$ cat src/rtl/fsp_pkg.sv
// package of constants and types for the frame sync pulse port
package fsp_pkg;
  // clock rate
  localparam int unsigned CLK_MHZ = 250;
  // pulse width limits, microseconds
  localparam int unsigned SHORT_MIN_US = 5;
  localparam int unsigned SHORT_MAX_US = 1000;
  localparam int unsigned LONG_MIN_US = 2000;
  localparam int unsigned LONG_MAX_US = 5000;
  // frame period and tolerance, microseconds
  localparam int unsigned FRAME_US = 10000;
  localparam int unsigned FRAME_TOL_US = 5;
  // regeneration delay ceiling, nanoseconds
  localparam int unsigned MAX_DELAY_NS = 500;
  localparam int unsigned PERIOD_NS = 4;
  // derived cycle counts (least round up, longest round down)
  localparam int unsigned SHORT_MIN_CYC = SHORT_MIN_US * CLK_MHZ;
  localparam int unsigned SHORT_MAX_CYC = SHORT_MAX_US * CLK_MHZ;
  localparam int unsigned LONG_MIN_CYC = LONG_MIN_US * CLK_MHZ;
  localparam int unsigned LONG_MAX_CYC = LONG_MAX_US * CLK_MHZ;
  localparam int unsigned FRAME_MIN_CYC = (FRAME_US - FRAME_TOL_US) * CLK_MHZ;
  localparam int unsigned FRAME_MAX_CYC = (FRAME_US + FRAME_TOL_US) * CLK_MHZ;
  localparam int unsigned MAX_DELAY_CYC = MAX_DELAY_NS / PERIOD_NS;
  // frames per multiframe
  localparam int unsigned FRAMES_PER_MF = 256;
  // number of good periods before input is declared valid
  localparam int unsigned VALID_PERIODS = 2;
  // counter widths and reset values
  localparam int unsigned CNT_W = 22;
  localparam logic [CNT_W-1:0] CNT_RST = 22'h000000;
  localparam logic [7:0] FRAME_RST = 8'h00;
  localparam logic [1:0] GOOD_RST = 2'h0;
  // lock state machine
  typedef enum logic [2:0] {
    FSP_HUNT = 3'b001,
    FSP_FRAME = 3'b010,
    FSP_MULTI = 3'b100
  } fsp_state_e;
  // timing outputs carried together
  typedef struct packed {
    logic frame_start;
    logic multiframe_start;
    logic frame_lock;
    logic multiframe_lock;
    logic [7:0] frame_number;
  } fsp_timing_s;
endpackage : fsp_pkg

$ cat src/rtl/fsp_port.sv
// frame sync pulse input decoder and output regenerator
//
// Summary of operation
// (RULE_01) align timing only after valid input seen
// (RULE_02) regenerate input on output while valid
// (RULE_03) input to output delay within 500 ns
// (RULE_04) 100 Hz pulses, 5 us to 1 ms
// (RULE_05) every 256th pulse is 2 to 5 ms
// (RULE_06) period is frame, 256 periods multiframe
// (RULE_07) frame start at every falling edge
// (RULE_08) multiframe start at long pulse falling edge; code starts only on a long pulse 256 frames after an earlier long pulse
// (RULE_09) reference places multiframe on 64 s boundary
// (RULE_10) ports optional, block may be omitted
// (RULE_11) bad width or spacing invalidates, stops output
// (RULE_12) long pulse must recur every 256 frames
module fsp_port
  import fsp_pkg::*;
#(
  parameter int unsigned CYC_PER_US = CLK_MHZ // clock cycles per microsecond
)
(
  input wire logic clk_in,            // local station clock, 250 MHz
  input wire logic rst_n_in,          // asynchronous reset, active low
  input wire logic sync_in,           // input sync pin, already received off the line
  output logic sync_out,              // regenerated sync pin
  output fsp_timing_s timing_out,     // frame timing toward the station
  output logic [7:0] station_frame_counter_out // local frame number mod 256
);

  // cycle counts at the chosen time scale; hardware keeps the default rate
  localparam int unsigned SHORT_MIN_C = SHORT_MIN_US * CYC_PER_US;
  localparam int unsigned SHORT_MAX_C = SHORT_MAX_US * CYC_PER_US;
  localparam int unsigned LONG_MIN_C = LONG_MIN_US * CYC_PER_US;
  localparam int unsigned LONG_MAX_C = LONG_MAX_US * CYC_PER_US;
  localparam int unsigned FRAME_MIN_C = (FRAME_US - FRAME_TOL_US) * CYC_PER_US;
  localparam int unsigned FRAME_MAX_C = (FRAME_US + FRAME_TOL_US) * CYC_PER_US;

  ////////////////////////////////////////////////////////////////////////////
  // pin synchroniser and edge detect

  logic sync_meta;   // first stage, read only by second
  logic sync_s;      // second stage
  logic sync_d;      // delayed copy for edges
  logic rise;        // rising edge seen
  logic fall;        // falling edge seen

  // two flops, then an edge history flop
  always_ff @(posedge clk_in or negedge rst_n_in) begin
    if (!rst_n_in) begin
      sync_meta <= 1'b0;
      sync_s <= 1'b0;
      sync_d <= 1'b0;
    end else begin
      sync_meta <= sync_in;
      sync_s <= sync_meta;
      sync_d <= sync_s;
    end
  end

  assign rise = sync_s & ~sync_d;
  assign fall = ~sync_s & sync_d;

  ////////////////////////////////////////////////////////////////////////////
  // width classification

  // short pulse width in range
  function automatic logic is_short(input logic [CNT_W-1:0] w);
    is_short = (w >= CNT_W'(SHORT_MIN_C)) && (w <= CNT_W'(SHORT_MAX_C));
  endfunction : is_short

  // long pulse width in range
  function automatic logic is_long(input logic [CNT_W-1:0] w);
    is_long = (w >= CNT_W'(LONG_MIN_C)) && (w <= CNT_W'(LONG_MAX_C));
  endfunction : is_long

  ////////////////////////////////////////////////////////////////////////////
  // measurement and lock state

  fsp_state_e state;             // lock state
  fsp_state_e next_state;
  logic [CNT_W-1:0] width;       // cycles high in current pulse
  logic [CNT_W-1:0] next_width;
  logic [CNT_W-1:0] period;      // cycles since last rising edge
  logic [CNT_W-1:0] next_period;
  logic [1:0] good;              // consecutive good periods
  logic [1:0] next_good;
  logic [7:0] frame;             // frame number mod 256
  logic [7:0] next_frame;
  logic frame_pulse;             // one-cycle frame start
  logic next_frame_pulse;
  logic mf_pulse;                // one-cycle multiframe start
  logic next_mf_pulse;
  logic armed;                   // a long pulse seen since lock, 256 spacing pending
  logic next_armed;
  logic regen;                   // regenerated output level
  logic next_regen;
  logic pulse_ok;                // width of ending pulse acceptable
  logic pulse_long;              // ending pulse is a long one
  logic spacing_ok;              // rising edge spacing acceptable

  always_comb begin
    pulse_long = is_long(width);                          // RULE_05
    pulse_ok = is_short(width) | pulse_long;              // RULE_04
    spacing_ok = (period >= CNT_W'(FRAME_MIN_C)) &&
                 (period <= CNT_W'(FRAME_MAX_C));         // RULE_06
  end

  // next state of counters and lock
  always_comb begin
    next_state = state;
    next_width = width;
    next_period = period;
    next_good = good;
    next_frame = frame;
    next_frame_pulse = 1'b0;
    next_mf_pulse = 1'b0;
    next_armed = armed;
    // period counter saturates when input stalls
    if (rise) begin
      next_period = CNT_W'(1);                            // rise cycle counts as one
    end else if (period != {CNT_W{1'b1}}) begin
      next_period = period + CNT_W'(1);
    end
    // width counter runs while high
    if (rise) begin
      next_width = CNT_W'(1);                             // rise cycle is already high
    end else if (sync_s && width != {CNT_W{1'b1}}) begin
      next_width = width + CNT_W'(1);
    end
    // spacing check on each rising edge
    if (rise) begin
      if (spacing_ok) begin
        if (good != 2'(VALID_PERIODS)) begin
          next_good = good + 2'h1;
        end
      end else if (state != FSP_HUNT) begin
        next_state = FSP_HUNT;                            // RULE_11
        next_good = GOOD_RST;
      end else begin
        next_good = GOOD_RST;
      end
    end
    // silence longer than a frame drops lock
    if (period > CNT_W'(FRAME_MAX_C) && state != FSP_HUNT) begin
      next_state = FSP_HUNT;                              // RULE_11
      next_good = GOOD_RST;
    end
    // a stuck-high pin is also invalid
    if (sync_s && width > CNT_W'(LONG_MAX_C)) begin
      next_state = FSP_HUNT;                              // RULE_11
      next_good = GOOD_RST;
    end
    if (fall) begin
      next_frame = frame + 8'h01;
      if (!pulse_ok) begin
        next_state = FSP_HUNT;                            // RULE_11
        next_good = GOOD_RST;
      end else begin
        case (state)
          FSP_HUNT: begin
            // lock only after enough good spacings
            if (good == 2'(VALID_PERIODS)) begin
              next_state = FSP_FRAME;                     // RULE_01
              next_frame_pulse = 1'b1;                    // RULE_07
              if (pulse_long) begin
                next_frame = FRAME_RST;
                next_armed = 1'b1;                        // RULE_12
              end
            end
          end
          FSP_FRAME: begin
            next_frame_pulse = 1'b1;                      // RULE_07
            if (pulse_long) begin
              // long pulse only at frame 255 confirms lock
              // only a recurrence of an earlier long pulse confirms it
              if (armed && (frame == 8'(FRAMES_PER_MF - 1))) begin
                next_state = FSP_MULTI;                   // RULE_12
                next_mf_pulse = 1'b1;                     // RULE_08
              end
              next_armed = 1'b1;                          // RULE_12
              next_frame = FRAME_RST;
            end
          end
          FSP_MULTI: begin
            next_frame_pulse = 1'b1;                      // RULE_07
            if (pulse_long != (frame == 8'(FRAMES_PER_MF - 1))) begin
              // long pulse misplaced or missing
              next_state = FSP_FRAME;                     // RULE_12
              next_armed = pulse_long;                    // RULE_12
              if (pulse_long) begin
                next_frame = FRAME_RST;
              end
            end else if (pulse_long) begin
              next_mf_pulse = 1'b1;                       // RULE_08
              next_frame = FRAME_RST;
            end
          end
          default: begin
            next_state = FSP_HUNT;
          end
        endcase
      end
    end
    // losing lock forgets any long pulse seen
    if (next_state == FSP_HUNT) begin
      next_armed = 1'b0;                                  // RULE_12
    end
  end

  // register the lock group
  always_ff @(posedge clk_in or negedge rst_n_in) begin
    if (!rst_n_in) begin
      state <= FSP_HUNT;
      width <= CNT_RST;
      period <= CNT_RST;
      good <= GOOD_RST;
      frame <= FRAME_RST;
      frame_pulse <= 1'b0;
      mf_pulse <= 1'b0;
      armed <= 1'b0;
    end else begin
      state <= next_state;
      width <= next_width;
      period <= next_period;
      good <= next_good;
      frame <= next_frame;
      frame_pulse <= next_frame_pulse;
      mf_pulse <= next_mf_pulse;
      armed <= next_armed;
    end
  end

  ////////////////////////////////////////////////////////////////////////////
  // output regeneration

  // follow the synchronised pin while locked; a few cycles of latency only
  always_comb begin
    next_regen = 1'b0;
    if (next_state != FSP_HUNT) begin
      next_regen = sync_s;                                // RULE_02 RULE_03
    end
  end

  // register the regenerated level
  always_ff @(posedge clk_in or negedge rst_n_in) begin
    if (!rst_n_in) begin
      regen <= 1'b0;
    end else begin
      regen <= next_regen;
    end
  end

  ////////////////////////////////////////////////////////////////////////////
  // outputs

  // self-contained pair; nothing else in a station needs it  // RULE_10
  assign sync_out = regen;
  assign station_frame_counter_out = frame;
  // whole struct in one assignment, it is a single variable
  assign timing_out = '{frame_start: frame_pulse,
                        multiframe_start: mf_pulse,
                        frame_lock: (state != FSP_HUNT),
                        multiframe_lock: (state == FSP_MULTI),
                        frame_number: frame};

endmodule : fsp_port

$ cat config.mk
export PLATFORM = sky130hd
export DESIGN_NAME = fsp_port
export DESIGN_NICKNAME = d
export VERILOG_FILES = /design/src/rtl/fsp_pkg.sv /design/src/rtl/fsp_port.sv
export SDC_FILE = /design/constraint.sdc
export NUM_CORES = 1
export LEC_CHECK = 0
export BUFFER_PORTS_ARGS = -buffer_cell sky130_fd_sc_hd__buf_2
export CAP_MARGIN = 20
export CORE_AREA = 4 4 90 92
export DETAILED_ROUTE_END_ITERATION = 7
export DIE_AREA = 0 0 94 96
export PLACE_DENSITY = 0.71
export SLEW_MARGIN = 30
export SYNTH_ARGS = -nofsm -noshare
export SYNTH_HDL_FRONTEND = slang
export SYNTH_SLANG_ARGS = --single-unit
$ cat constraint.sdc
create_clock -name clk_in -period 3 [get_ports clk_in]
set_input_delay 0.15 -clock clk_in [delete_from_list [all_inputs] [get_ports clk_in]]
set_output_delay 0.15 -clock clk_in [all_outputs]
set_load 0.02 [all_outputs]
Word level (Yosys, flattened, before mapping)
Cells that the tools add are included.
{"block": "op_classes", "n_addsub": 4, "n_lt_le_gt_ge": 8, "eq_ne": 14, "n_mux": 46, "bitwise_logic": 5, "n_reduce_logical": 14}
{"cell": "$mux W22", "count": 4}
{"cell": "$add A22 B1 Y22 const B", "count": 2}
{"cell": "$ne A22 B22 Y1 const B", "count": 2}
{"cell": "$mux W3", "count": 11}
{"cell": "$mux W8", "count": 3}
{"cell": "$ge A22 B11 Y1 const B", "count": 1}
{"cell": "$ge A22 B19 Y1 const B", "count": 1}
{"cell": "$ge A22 B22 Y1 const B", "count": 1}
{"cell": "$gt A22 B21 Y1 const B", "count": 1}
{"cell": "$gt A22 B22 Y1 const B", "count": 1}
{"cell": "$le A22 B18 Y1 const B", "count": 1}
{"cell": "$le A22 B21 Y1 const B", "count": 1}
{"cell": "$le A22 B22 Y1 const B", "count": 1}
{"cell": "$mux W1", "count": 16}
{"cell": "$pmux W8 S2", "count": 1}
{"cell": "$mux W2", "count": 7}
{"cell": "$ne A3 B1 Y1 const B", "count": 3}
{"cell": "$pmux W3 S3", "count": 1}
{"cell": "$add A8 B1 Y8 const B", "count": 1}
{"cell": "$eq A8 B8 Y1 const B", "count": 1}
{"cell": "$reduce_bool A2 Y1", "count": 4}
{"cell": "$logic_and A1 B1 Y1", "count": 7}
{"cell": "$eq A3 B1 Y1 const B", "count": 2}
{"cell": "$reduce_and A5 Y1", "count": 1}
{"cell": "other kinds (14)", "count": 17}
{"block": "totals", "ff_bits": 64, "in_bits": 3, "output_inout_bits": 21, "wordCells": 103}

Longest topological paths before layout
Gate-level depths: netlist (run 1).
{"block": "logic_depth", "ltp_word": 14, "ltp_mapped": 13, "mapped_depth_nobuf": 13}

Least setup slack after synthesis (run 1)
OpenSTA, ideal clock, no wires.
{"block": "synth_path", "path_type": "register to register", "startpoint": "register width[14]", "endpoint": "register armed", "setup_time_ps": 82, "t_arrival_ps": 2903, "required_ps": 2918, "setup_slack_ps": 15, "stages_incl_launch_ff": 13, "n_path_buf": 1, "synth_period_minus_slack_ps": 2985, "path_cell_list": "dfrtp_1 clkbuf_1 or4_1 nor4b_2 a311o_1 a21o_1 inv_1 ha_1 o32ai_1 nor3_1 a21o_1 o21bai_1 a31oi_1"}
{"block": "synth_between", "elab_chain_len": 11, "elab_cells_between_ends": 32, "classes_between": "5 x order compare; 4 x eq/ne; 15 x mux; 1 x bitwise; 7 x reduce/logical"}
{"item": "from (decl)", "line": "fsp_port.sv:81", "source": "logic [CNT_W-1:0] width;"}
{"item": "from (signal assigned)", "line": "fsp_port.sv:223", "source": "width <= next_width;"}
{"item": "$gt A22 B21 Y1", "line": "fsp_port.sv:149", "source": "if (sync_s && width > CNT_W'(LONG_MAX_C)) begin"}
{"item": "$logic_and A1 B1 Y1", "line": "fsp_port.sv:149"}
{"item": "$mux W3", "line": "fsp_port.sv:149"}
{"item": "$mux W3", "line": "fsp_port.sv:176", "source": "if (armed && (frame == 8'(FRAMES_PER_MF - 1))) begin"}
{"item": "$mux W3", "line": "fsp_port.sv:173", "source": "if (pulse_long) begin"}
{"item": "$pmux W3 S3", "line": "fsp_port.sv:159", "source": "case (state)"}
{"item": "$mux W3", "line": "fsp_port.sv:155", "source": "if (!pulse_ok) begin"}
{"item": "$mux W3", "line": "fsp_port.sv:153", "source": "if (fall) begin"}
{"item": "$eq A3 B1 Y1", "line": "fsp_port.sv:205", "source": "if (next_state == FSP_HUNT) begin"}
{"item": "$ne A3 B3 Y1 (no line) (tied with other cells)"}
{"item": "$reduce_and A5 Y1 (no line)"}
{"item": "to (signal assigned)", "line": "fsp_port.sv:229", "source": "armed <= next_armed;"}
{"item": "to (decl)", "line": "fsp_port.sv:93", "source": "logic armed;"}
Several ways; a longest one is shown, not always the timed one. The select of a mux whose other input is x is not followed.
A chain may end at the register's enable or synchronous reset.

Final worst setup path (run 1)
{"block": "layout_path", "startpoint": "register width[15]", "endpoint": "register regen, in the netlist sync_out"}
{"block": "layout_between", "elab_chain_len": 10, "elab_cells_between_ends": 20, "classes_between": "5 x order compare; 2 x eq/ne; 9 x mux; 1 x bitwise; 3 x reduce/logical"}
{"item": "$gt A22 B21 Y1", "line": "fsp_port.sv:149"}
{"item": "$logic_and A1 B1 Y1", "line": "fsp_port.sv:149"}
{"item": "$mux W3", "line": "fsp_port.sv:149"}
{"item": "$mux W3", "line": "fsp_port.sv:176"}
{"item": "$mux W3", "line": "fsp_port.sv:173"}
{"item": "$pmux W3 S3", "line": "fsp_port.sv:159"}
{"item": "$mux W3", "line": "fsp_port.sv:155"}
{"item": "$mux W3 *", "line": "fsp_port.sv:153"}
{"item": "$ne A3 B1 Y1 *", "line": "fsp_port.sv:239", "source": "if (next_state != FSP_HUNT) begin"}
{"item": "$mux W1 *", "line": "fsp_port.sv:239"}
{"item": "net next_regen", "line": "fsp_port.sv:96", "source": "logic next_regen;"}
{"item": "to (signal assigned)", "line": "fsp_port.sv:249", "source": "regen <= next_regen;"}
{"item": "to (decl)", "line": "fsp_port.sv:95", "source": "logic regen;"}
Mark *: on every way through the listed nets, which the timed path passes. The rest lies on a longest branch.

==> out/metrics.yaml, run 1 <==
status:
  status: "finished with violations"
  violations: "negative hold slack"
global_routing:
  grt_pass1_wl_mm: 14.88
  antenna_found_initial: 0
  grt_use_total_pct: 20.90
  gr-total-overflow: 0
  grt_max_degree: 65
  grt_pass1_vias: 3121
sta:
  max_freq_mhz: 345.1
  fin_skew_ns: 0.007122
  maxSlewHeadroom_pct: 46.81
  min_period_ns: 2.898
  timing.final.crit_share_pct: 96.59
  finalMaxSlewViolations: 0
  hold_ws_ns: -0.03149
  worst_pin_slew_ns: 0.7979
  finalHoldViolations: 46
  setup-violations-final: 0
  fin_tns_setup_ns: 0
worst_setup_path:
  crit_chain: "or4_4, nor4b_4, a311o_1, a21o_1, inv_2, ha_4, o32ai_4, nor3_2, a21o_1, o21bai_4, a31oi_1"
  critPathBufInv: 1
  slowest_stage: "or4_4"
  reg2reg_setup_slack_ns: 0.10
  r2r-start: "width[15]"
  cp_num_cells: 11
  reg2reg_depth: 11
  cp-end-kind: "register"
  crit_top_cell: "a21o_1"
  cp-startpoint: "width[15]"
  critPathCapture: "sync_out"
  timing.rr.end: "sync_out"
  arrival_ns: 3.17
  cp-start-kind: "register"
  critical-path-max-stage-delay_ns: 0.54
  critPathMaxFanout: 3
  path_class: "reg2reg"
  worstPathRequired_ns: 3.27
  cpLargestDelayFamily: "compound AO/OA/AOI/OAI gates"
synthesis:
  yosys.area.top_type: "dfrtp_1"
  synth_edf_count: 0
  ys_types: 63
  syn_inst: 445
  yosys.area.top_type_share_pct: 40.50
  synth-warning-count: 0
  ys_ff_latch: 64
  synth-main-ff-cell: "dfrtp_1"
  syn_area_um2: 3892
  synth_async_sr_flop_share_pct: 100.0
  synth.area.top_cells: "dfrtp_1 41%, nor2_1 5.7%, xor2_1 4.7%, nand2_1 4.2%, xnor2_1 3.2%"
  avgSynthCellArea_um2: 8.747
  synthesis.nets: 456
  yosysSeqAreaShare_pct: 41.18
power_and_ir_drop:
  swShare_pct: 31.82
  internal_power_mw: 1.500
  fin_total_pwr_mw: 2.200
  p_seq_share_pct: 47.6
  p_comb_share_pct: 19.1
  p_clk_share_pct: 33.3
  irDropWorstVdd_mv: 0.2407
  p_switching_mw: 0.7001
  powerDensity_nw_per_um2: 498.7
  leakagePower_nw: 1.905
floorplanning:
  start_util_pct: 53.95
  rows: 31
  die_area_um2: 9024
  die_h_um: 96
  coreArea_um2: 7214
  io_pins: 24
  die_w_um: 94
detailed_routing:
  vias: 3346
  vias_per_cell: 5.809
  post_drt_wl_per_cell_um: 15.03
  antenna_left: 0
  drtIter0Drc: 188
  first_pass_iters: 5
  wl_mm: 8.655
  drc: 0
clock_network:
  htree_levels: 3
  cts.path.max_buffers: 2
  cts-root-buf: "clkbuf_8"
  numCtsBuffers: 9
  clkTransAtPathRegs_ns: 0.07
  clock_latency_ns: 0.35
  clock-sinks: 64
  cts_tree: "built"
placement:
  gp_congestion: 0.9522
  dp.cells: 555
  port_buffers: 23
  placed_area_um2: 4106
  dp_hpwl_mm: 5.935
cells_and_area:
  syn_to_final_growth_pct: 13.34
  antenna_cells: 0
  fill_cells: 640
  drive_above_1_share_pct: 16.35
  fin_area_um2: 4412
  nets: 484
  final_cells: 576
worst_hold_path:
  hp-class: "in2async"
job:
  max_cap_violations: 0
## cells in the final DEF (no fill, tap or decap), types with 2 or more instances in the layout
master and count:
buf_2 23, ha_1 7, xnor2_1 14, buf_4 22
a31oi_1 2, nor4_1 6, and3_1 11, o21a_1 2
o21ai_0 20, o21ai_2 2, nand3_1 13, o211ai_1 4
or4_1 6, or4_4 2, clkbuf_8 10, and4_1 8
nor3_1 16, or3_1 11, a22oi_1 2, nand2_1 44
a211oi_1 9, nand4_1 17, a21o_1 3, clkbuf_1 2
o31a_1 3, xor2_1 21, nand2b_1 5, dfrtp_1 63
o311ai_0 2, nor2_1 58, a21oi_1 10, inv_1 18
nand4b_1 2
## state kept, by name (all words and copies together) (netlist names), 2 cells and up
name                       count
period                        22
good                           2
state                          3
width                         22
station_frame_counter_out      8
## cell type report
class / instances / area (um2) / share of cell area [%]
Tap cell: 99 / 123.9 / 2.808
Sequential cell: 64 / 1603 / 36.33
Inverter: 19 / 71.32 / 1.617
Multi-Input combinational cell: 333 / 2136 / 48.41
Clock inverter: 3 / 42.54 / 0.9643
Timing Repair Buffer: 46 / 290.3 / 6.580
Clock buffer: 12 / 145.1 / 3.290
## synth_stat cells, drive strengths merged, types with 4 or more instances
cell type  number
a211oi         10
a21oi          10
and3           11
and4            8
buf            11
clkbuf         18
dfrtp          63
ha              8
inv            19
nand2          44
nand2b          5
nand3          13
nand4          17
nor2           59
nor3           17
nor4            6
o211ai          4
o21ai          22
or3            11
or4             8
xnor2          14
xor2           21
## cells by family (layout without fill, tap and decap cells)
group           count (synthesis)  count (layout)  share of synthesized area [%]
fa+ha+maj                       8               8                          2.572
simple gates                  209             209                          27.42
xor+xnor                       35              35                          7.875
mux                             1               1                         0.2893
buf+inv                        48              80                          5.818
flops                          64              64                          41.18
compound gates                 80              80                          14.85
## what timing repair did
action | CTS | global route
gates resized for setup | 2 | 9
buffers inserted | 0 | 5
setup endpoints to repair | 2 | 3
hold buffers | 1 | 0
pin swaps | 0 | 9
hold endpoints to repair | 1 | 0
## per-layer routing
metal / track usage, % / vias to the layer above / wire length, um
met2: 33.41 / 86 / 4100
met4: 8.303 / 0 / 130
li1: - / 1646 / -
met5: 0 / - / 0
met3: 3.127 / 10 / 479
met1: 28.66 / 1604 / 3945
## through the flow
stage	hold WS, ns	setup slack [ns]	util, %
after floorplan	-0.1456	0.01505	-
after global placement	0.2600	0.05279	56.92
after detailed placement	0.2593	-0.07157	56.92
after CTS	0.004387	0.007511	59.89
after global routing	0.05884	-0.003087	61.15
final	-0.03149	0.1023	61.15
## how the worst min path moves through the flow
stage                                        end  slack, ns
floorplan                                  armed      -0.15
global placement                       sync_meta       0.26
detailed placement                     sync_meta       0.26
CTS                 station_frame_counter_out[4]      0.004
global route        station_frame_counter_out[4]       0.06
finish              station_frame_counter_out[3]      -0.03
## worst reg2reg max path, stage by stage (launching register included)
cell      delay [ns]
dfrtp_1         0.38
or4_4           0.54
nor4b_4         0.33
a311o_1         0.24
a21o_1          0.16
inv_2           0.07
ha_4            0.26
o32ai_4         0.24
nor3_2          0.07
a21o_1          0.18
o21bai_4        0.18
a31oi_1         0.19
## power groups by stage
stage                     logic [mW]  registers (mW)  clock network (mW)
after global placement         0.409            1.06                   0
after detailed placement       0.415            1.06                   0
after CTS                      0.421            1.05               0.743
after floorplan                0.309            1.06                   0
final                          0.421            1.05               0.732
after global routing           0.477            1.06               0.782
No activity file was read; power rests on OpenSTA's default activity.
==> run 2: changes to the inputs <==
CORE_AREA = 4 4 88 90   (was 4 4 90 92)
CTS_BUF_LIST = sky130_fd_sc_hd__clkbuf_4   (was not set)
DIE_AREA = 0 0 92 94   (was 0 0 94 96)
PLACE_DENSITY = 0.74   (was 0.71)
RECOVER_POWER = 100   (was not set)
==> out/metrics.yaml, run 2 (synthesized netlist as in run 1, its figures left out) <==
detailed_routing:
  first_pass_iters: 4  # -1
  drc: 0  # unchanged
  vias_per_cell: 5.784  # -0.44%
  drtIter0Drc: 185  # -1.6%
  post_drt_wl_per_cell_um: 14.93  # -0.61%
  wl_mm: 8.557  # -1.1%
  vias: 3314  # -0.96%
  antenna_left: 0  # unchanged
sta:
  finalHoldViolations: 0  # -100%
  finalMaxSlewViolations: 65  # +65
  worst_pin_slew_ns: 1.569  # +0.7716 ns
  max_freq_mhz: 347.5  # +0.70%
  fin_tns_setup_ns: 0  # unchanged
  maxSlewHeadroom_pct: -4.631  # -51 points
  fin_skew_ns: 0.01740  # +0.01028 ns
  setup_slack_ns: 0.1225  # +0.02022 ns
  timing.final.crit_share_pct: 95.92  # -0.67 points
  min_period_ns: 2.877  # -0.02022 ns
  setup-violations-final: 0  # unchanged
  hold_ws_ns: 0.3589  # +0.3904 ns
cells_and_area:
  final_common_cell: "dfrtp_1"
  final_cell_mix: "63 x dfrtp_1, 59 x nor2_1, 44 x nand2_1, 21 x xor2_1"
  antenna_cells: 0  # unchanged
  nets: 480  # -0.83%
  fin_area_um2: 4257  # -3.5%
  drive_above_1_share_pct: 10.13  # -6.2 points
  final_cells: 573  # -0.52%
  fin_util_pct: 60.30  # -0.85 points
  syn_to_final_growth_pct: 9.354
  fill_cells: 662  # +3.4%
worst_setup_path:
  critPathBufInv: 1  # unchanged
  worstPathRequired_ns: 3.29  # +0.02 ns
  cpLargestDelayFamily: "compound AO/OA/AOI/OAI gates"
  crit_chain: "or4_4, nor4b_4, a311o_1, a21o_1, inv_2, ha_4, o32ai_2, nor2_1, o21a_1, o21ai_1, a31oi_1"
  critPathMaxFanout: 3  # unchanged
  slowest_stage: "or4_4"
  cp-end-kind: "register"
  cp-start-kind: "register"
  arrival_ns: 3.16  # about the same
  path_class: "reg2reg"
  critical-path-max-stage-delay_ns: 0.56  # +0.02 ns
global_routing:
  grt_max_degree: 65  # unchanged
  gr-total-overflow: 0  # unchanged
  grt_use_total_pct: 20.63  # -0.27 points
  grt_pass1_vias: 3055  # -2.1%
  grt_pass1_wl_mm: 14.38  # -3.4%
  antenna_found_initial: 0  # unchanged
floorplanning:
  die_h_um: 94  # -2.1%
  io_pins: 24  # unchanged
  coreArea_um2: 7059  # -2.2%
  die_w_um: 92  # -2.1%
  start_util_pct: 55.14  # +1.2 points
  die_area_um2: 8648  # -4.2%
  rows: 31  # unchanged
worst_hold_path:
  hp-class: "reg2reg"
clock_network:
  numCtsBuffers: 9  # unchanged
  clock-sinks: 64  # unchanged
  cts-root-buf: "clkbuf_4"
  htree_levels: 3  # unchanged
  cts.path.max_buffers: 2  # unchanged
  cts_tree: "built"
  clkTransAtPathRegs_ns: 0.11  # +0.04 ns
  clock_latency_ns: 0.42  # +0.07 ns
placement:
  dp_hpwl_mm: 5.870  # -1.1%
  port_buffers: 23  # unchanged
  gp_congestion: 0.9716  # +2.0%
  placed_area_um2: 4099  # -0.18%
  dp.cells: 554  # -0.18%
  place_ws_ns: -0.01619  # +0.05537 ns
power_and_ir_drop:
  powerDensity_nw_per_um2: 477.4  # -4.3%
  fin_total_pwr_mw: 2.032  # -7.7%
  irDropWorstVdd_mv: 0.2222  # -7.7%
  leakagePower_nw: 1.778  # -6.7%
status:
  violations: "max-capacitance violations, max-slew violations"
  status: "finished with violations"
job:
  max_cap_violations: 1  # +1
-- run 2: cell types whose count changed in the layout (fill, tap and decap cells not counted), sizes merged --
cell,change
buf,-27
clkbuf,+19
clkinv,+3
clkinvlp,+1
dlygate4sd3,+1
-- run 2: worst reg2reg max path: stages (launching register included) --
cell     delay [ns]
dfrtp_1        0.41
or4_4          0.56
nor4b_4        0.30
a311o_1        0.24
a21o_1         0.16
inv_2          0.07
ha_4           0.25
o32ai_2        0.23
nor2_1         0.10
o21a_1         0.13
o21ai_1        0.21
a31oi_1        0.12
-- run 2: worst paths after layout --
path / start / endpoint / slack [ns] / depth (start not counted)
hold / removal: sync_meta / sync_s / 0.36 / 0
min in group asynchronous: rst_n_in / station_frame_counter_out[3] / 0.72 / 3
setup / recovery: width[18] / sync_out / 0.12 / 11
max in group asynchronous: rst_n_in / width[8] / 1.32 / 3
setup reg to reg: width[18] / sync_out / 0.12 / 11
hold reg to reg: sync_meta / sync_s / 0.36 / 0
-- run 2: report_power, final --
group	total, mW	switching, mW	internal [mW]
registers	1.05	0.115	0.935
clock network	0.577	0.332	0.245
logic	0.405	0.258	0.147
-- run 2: layer usage --
layer | global-route usage (%) | part of all wire [%] | vias up
met5 | 0 | 0 | -
met4 | 7.550 | 1.4 | 0
met3 | 4.327 | 4.7 | 11
met2 | 32.91 | 47 | 70
met1 | 27.80 | 47 | 1594
li1 | - | - | 1639
-- run 2: layout make-up --
class,instances,area [um2],share of cell area [%]
flip-flops and latches,64,1603,37.65
multi-input cells,333,2096,49.24
inverters,19,71.32,1.675
well taps,99,123.9,2.910
repair buffers,42,232.7,5.467
clock buffers,9,67.56,1.587
clock inverters,7,62.56,1.470
-- run 2: what timing repair did --
item / 4_1_cts / 5_1_grt
pin swaps: 0 / 4
setup endpoints to repair: 2 / 2
gates resized for setup: 2 / 3
setup buffers: 0 / 1
hold buffers: 2 / 0
endpoints found under the hold margin: 64 / 0
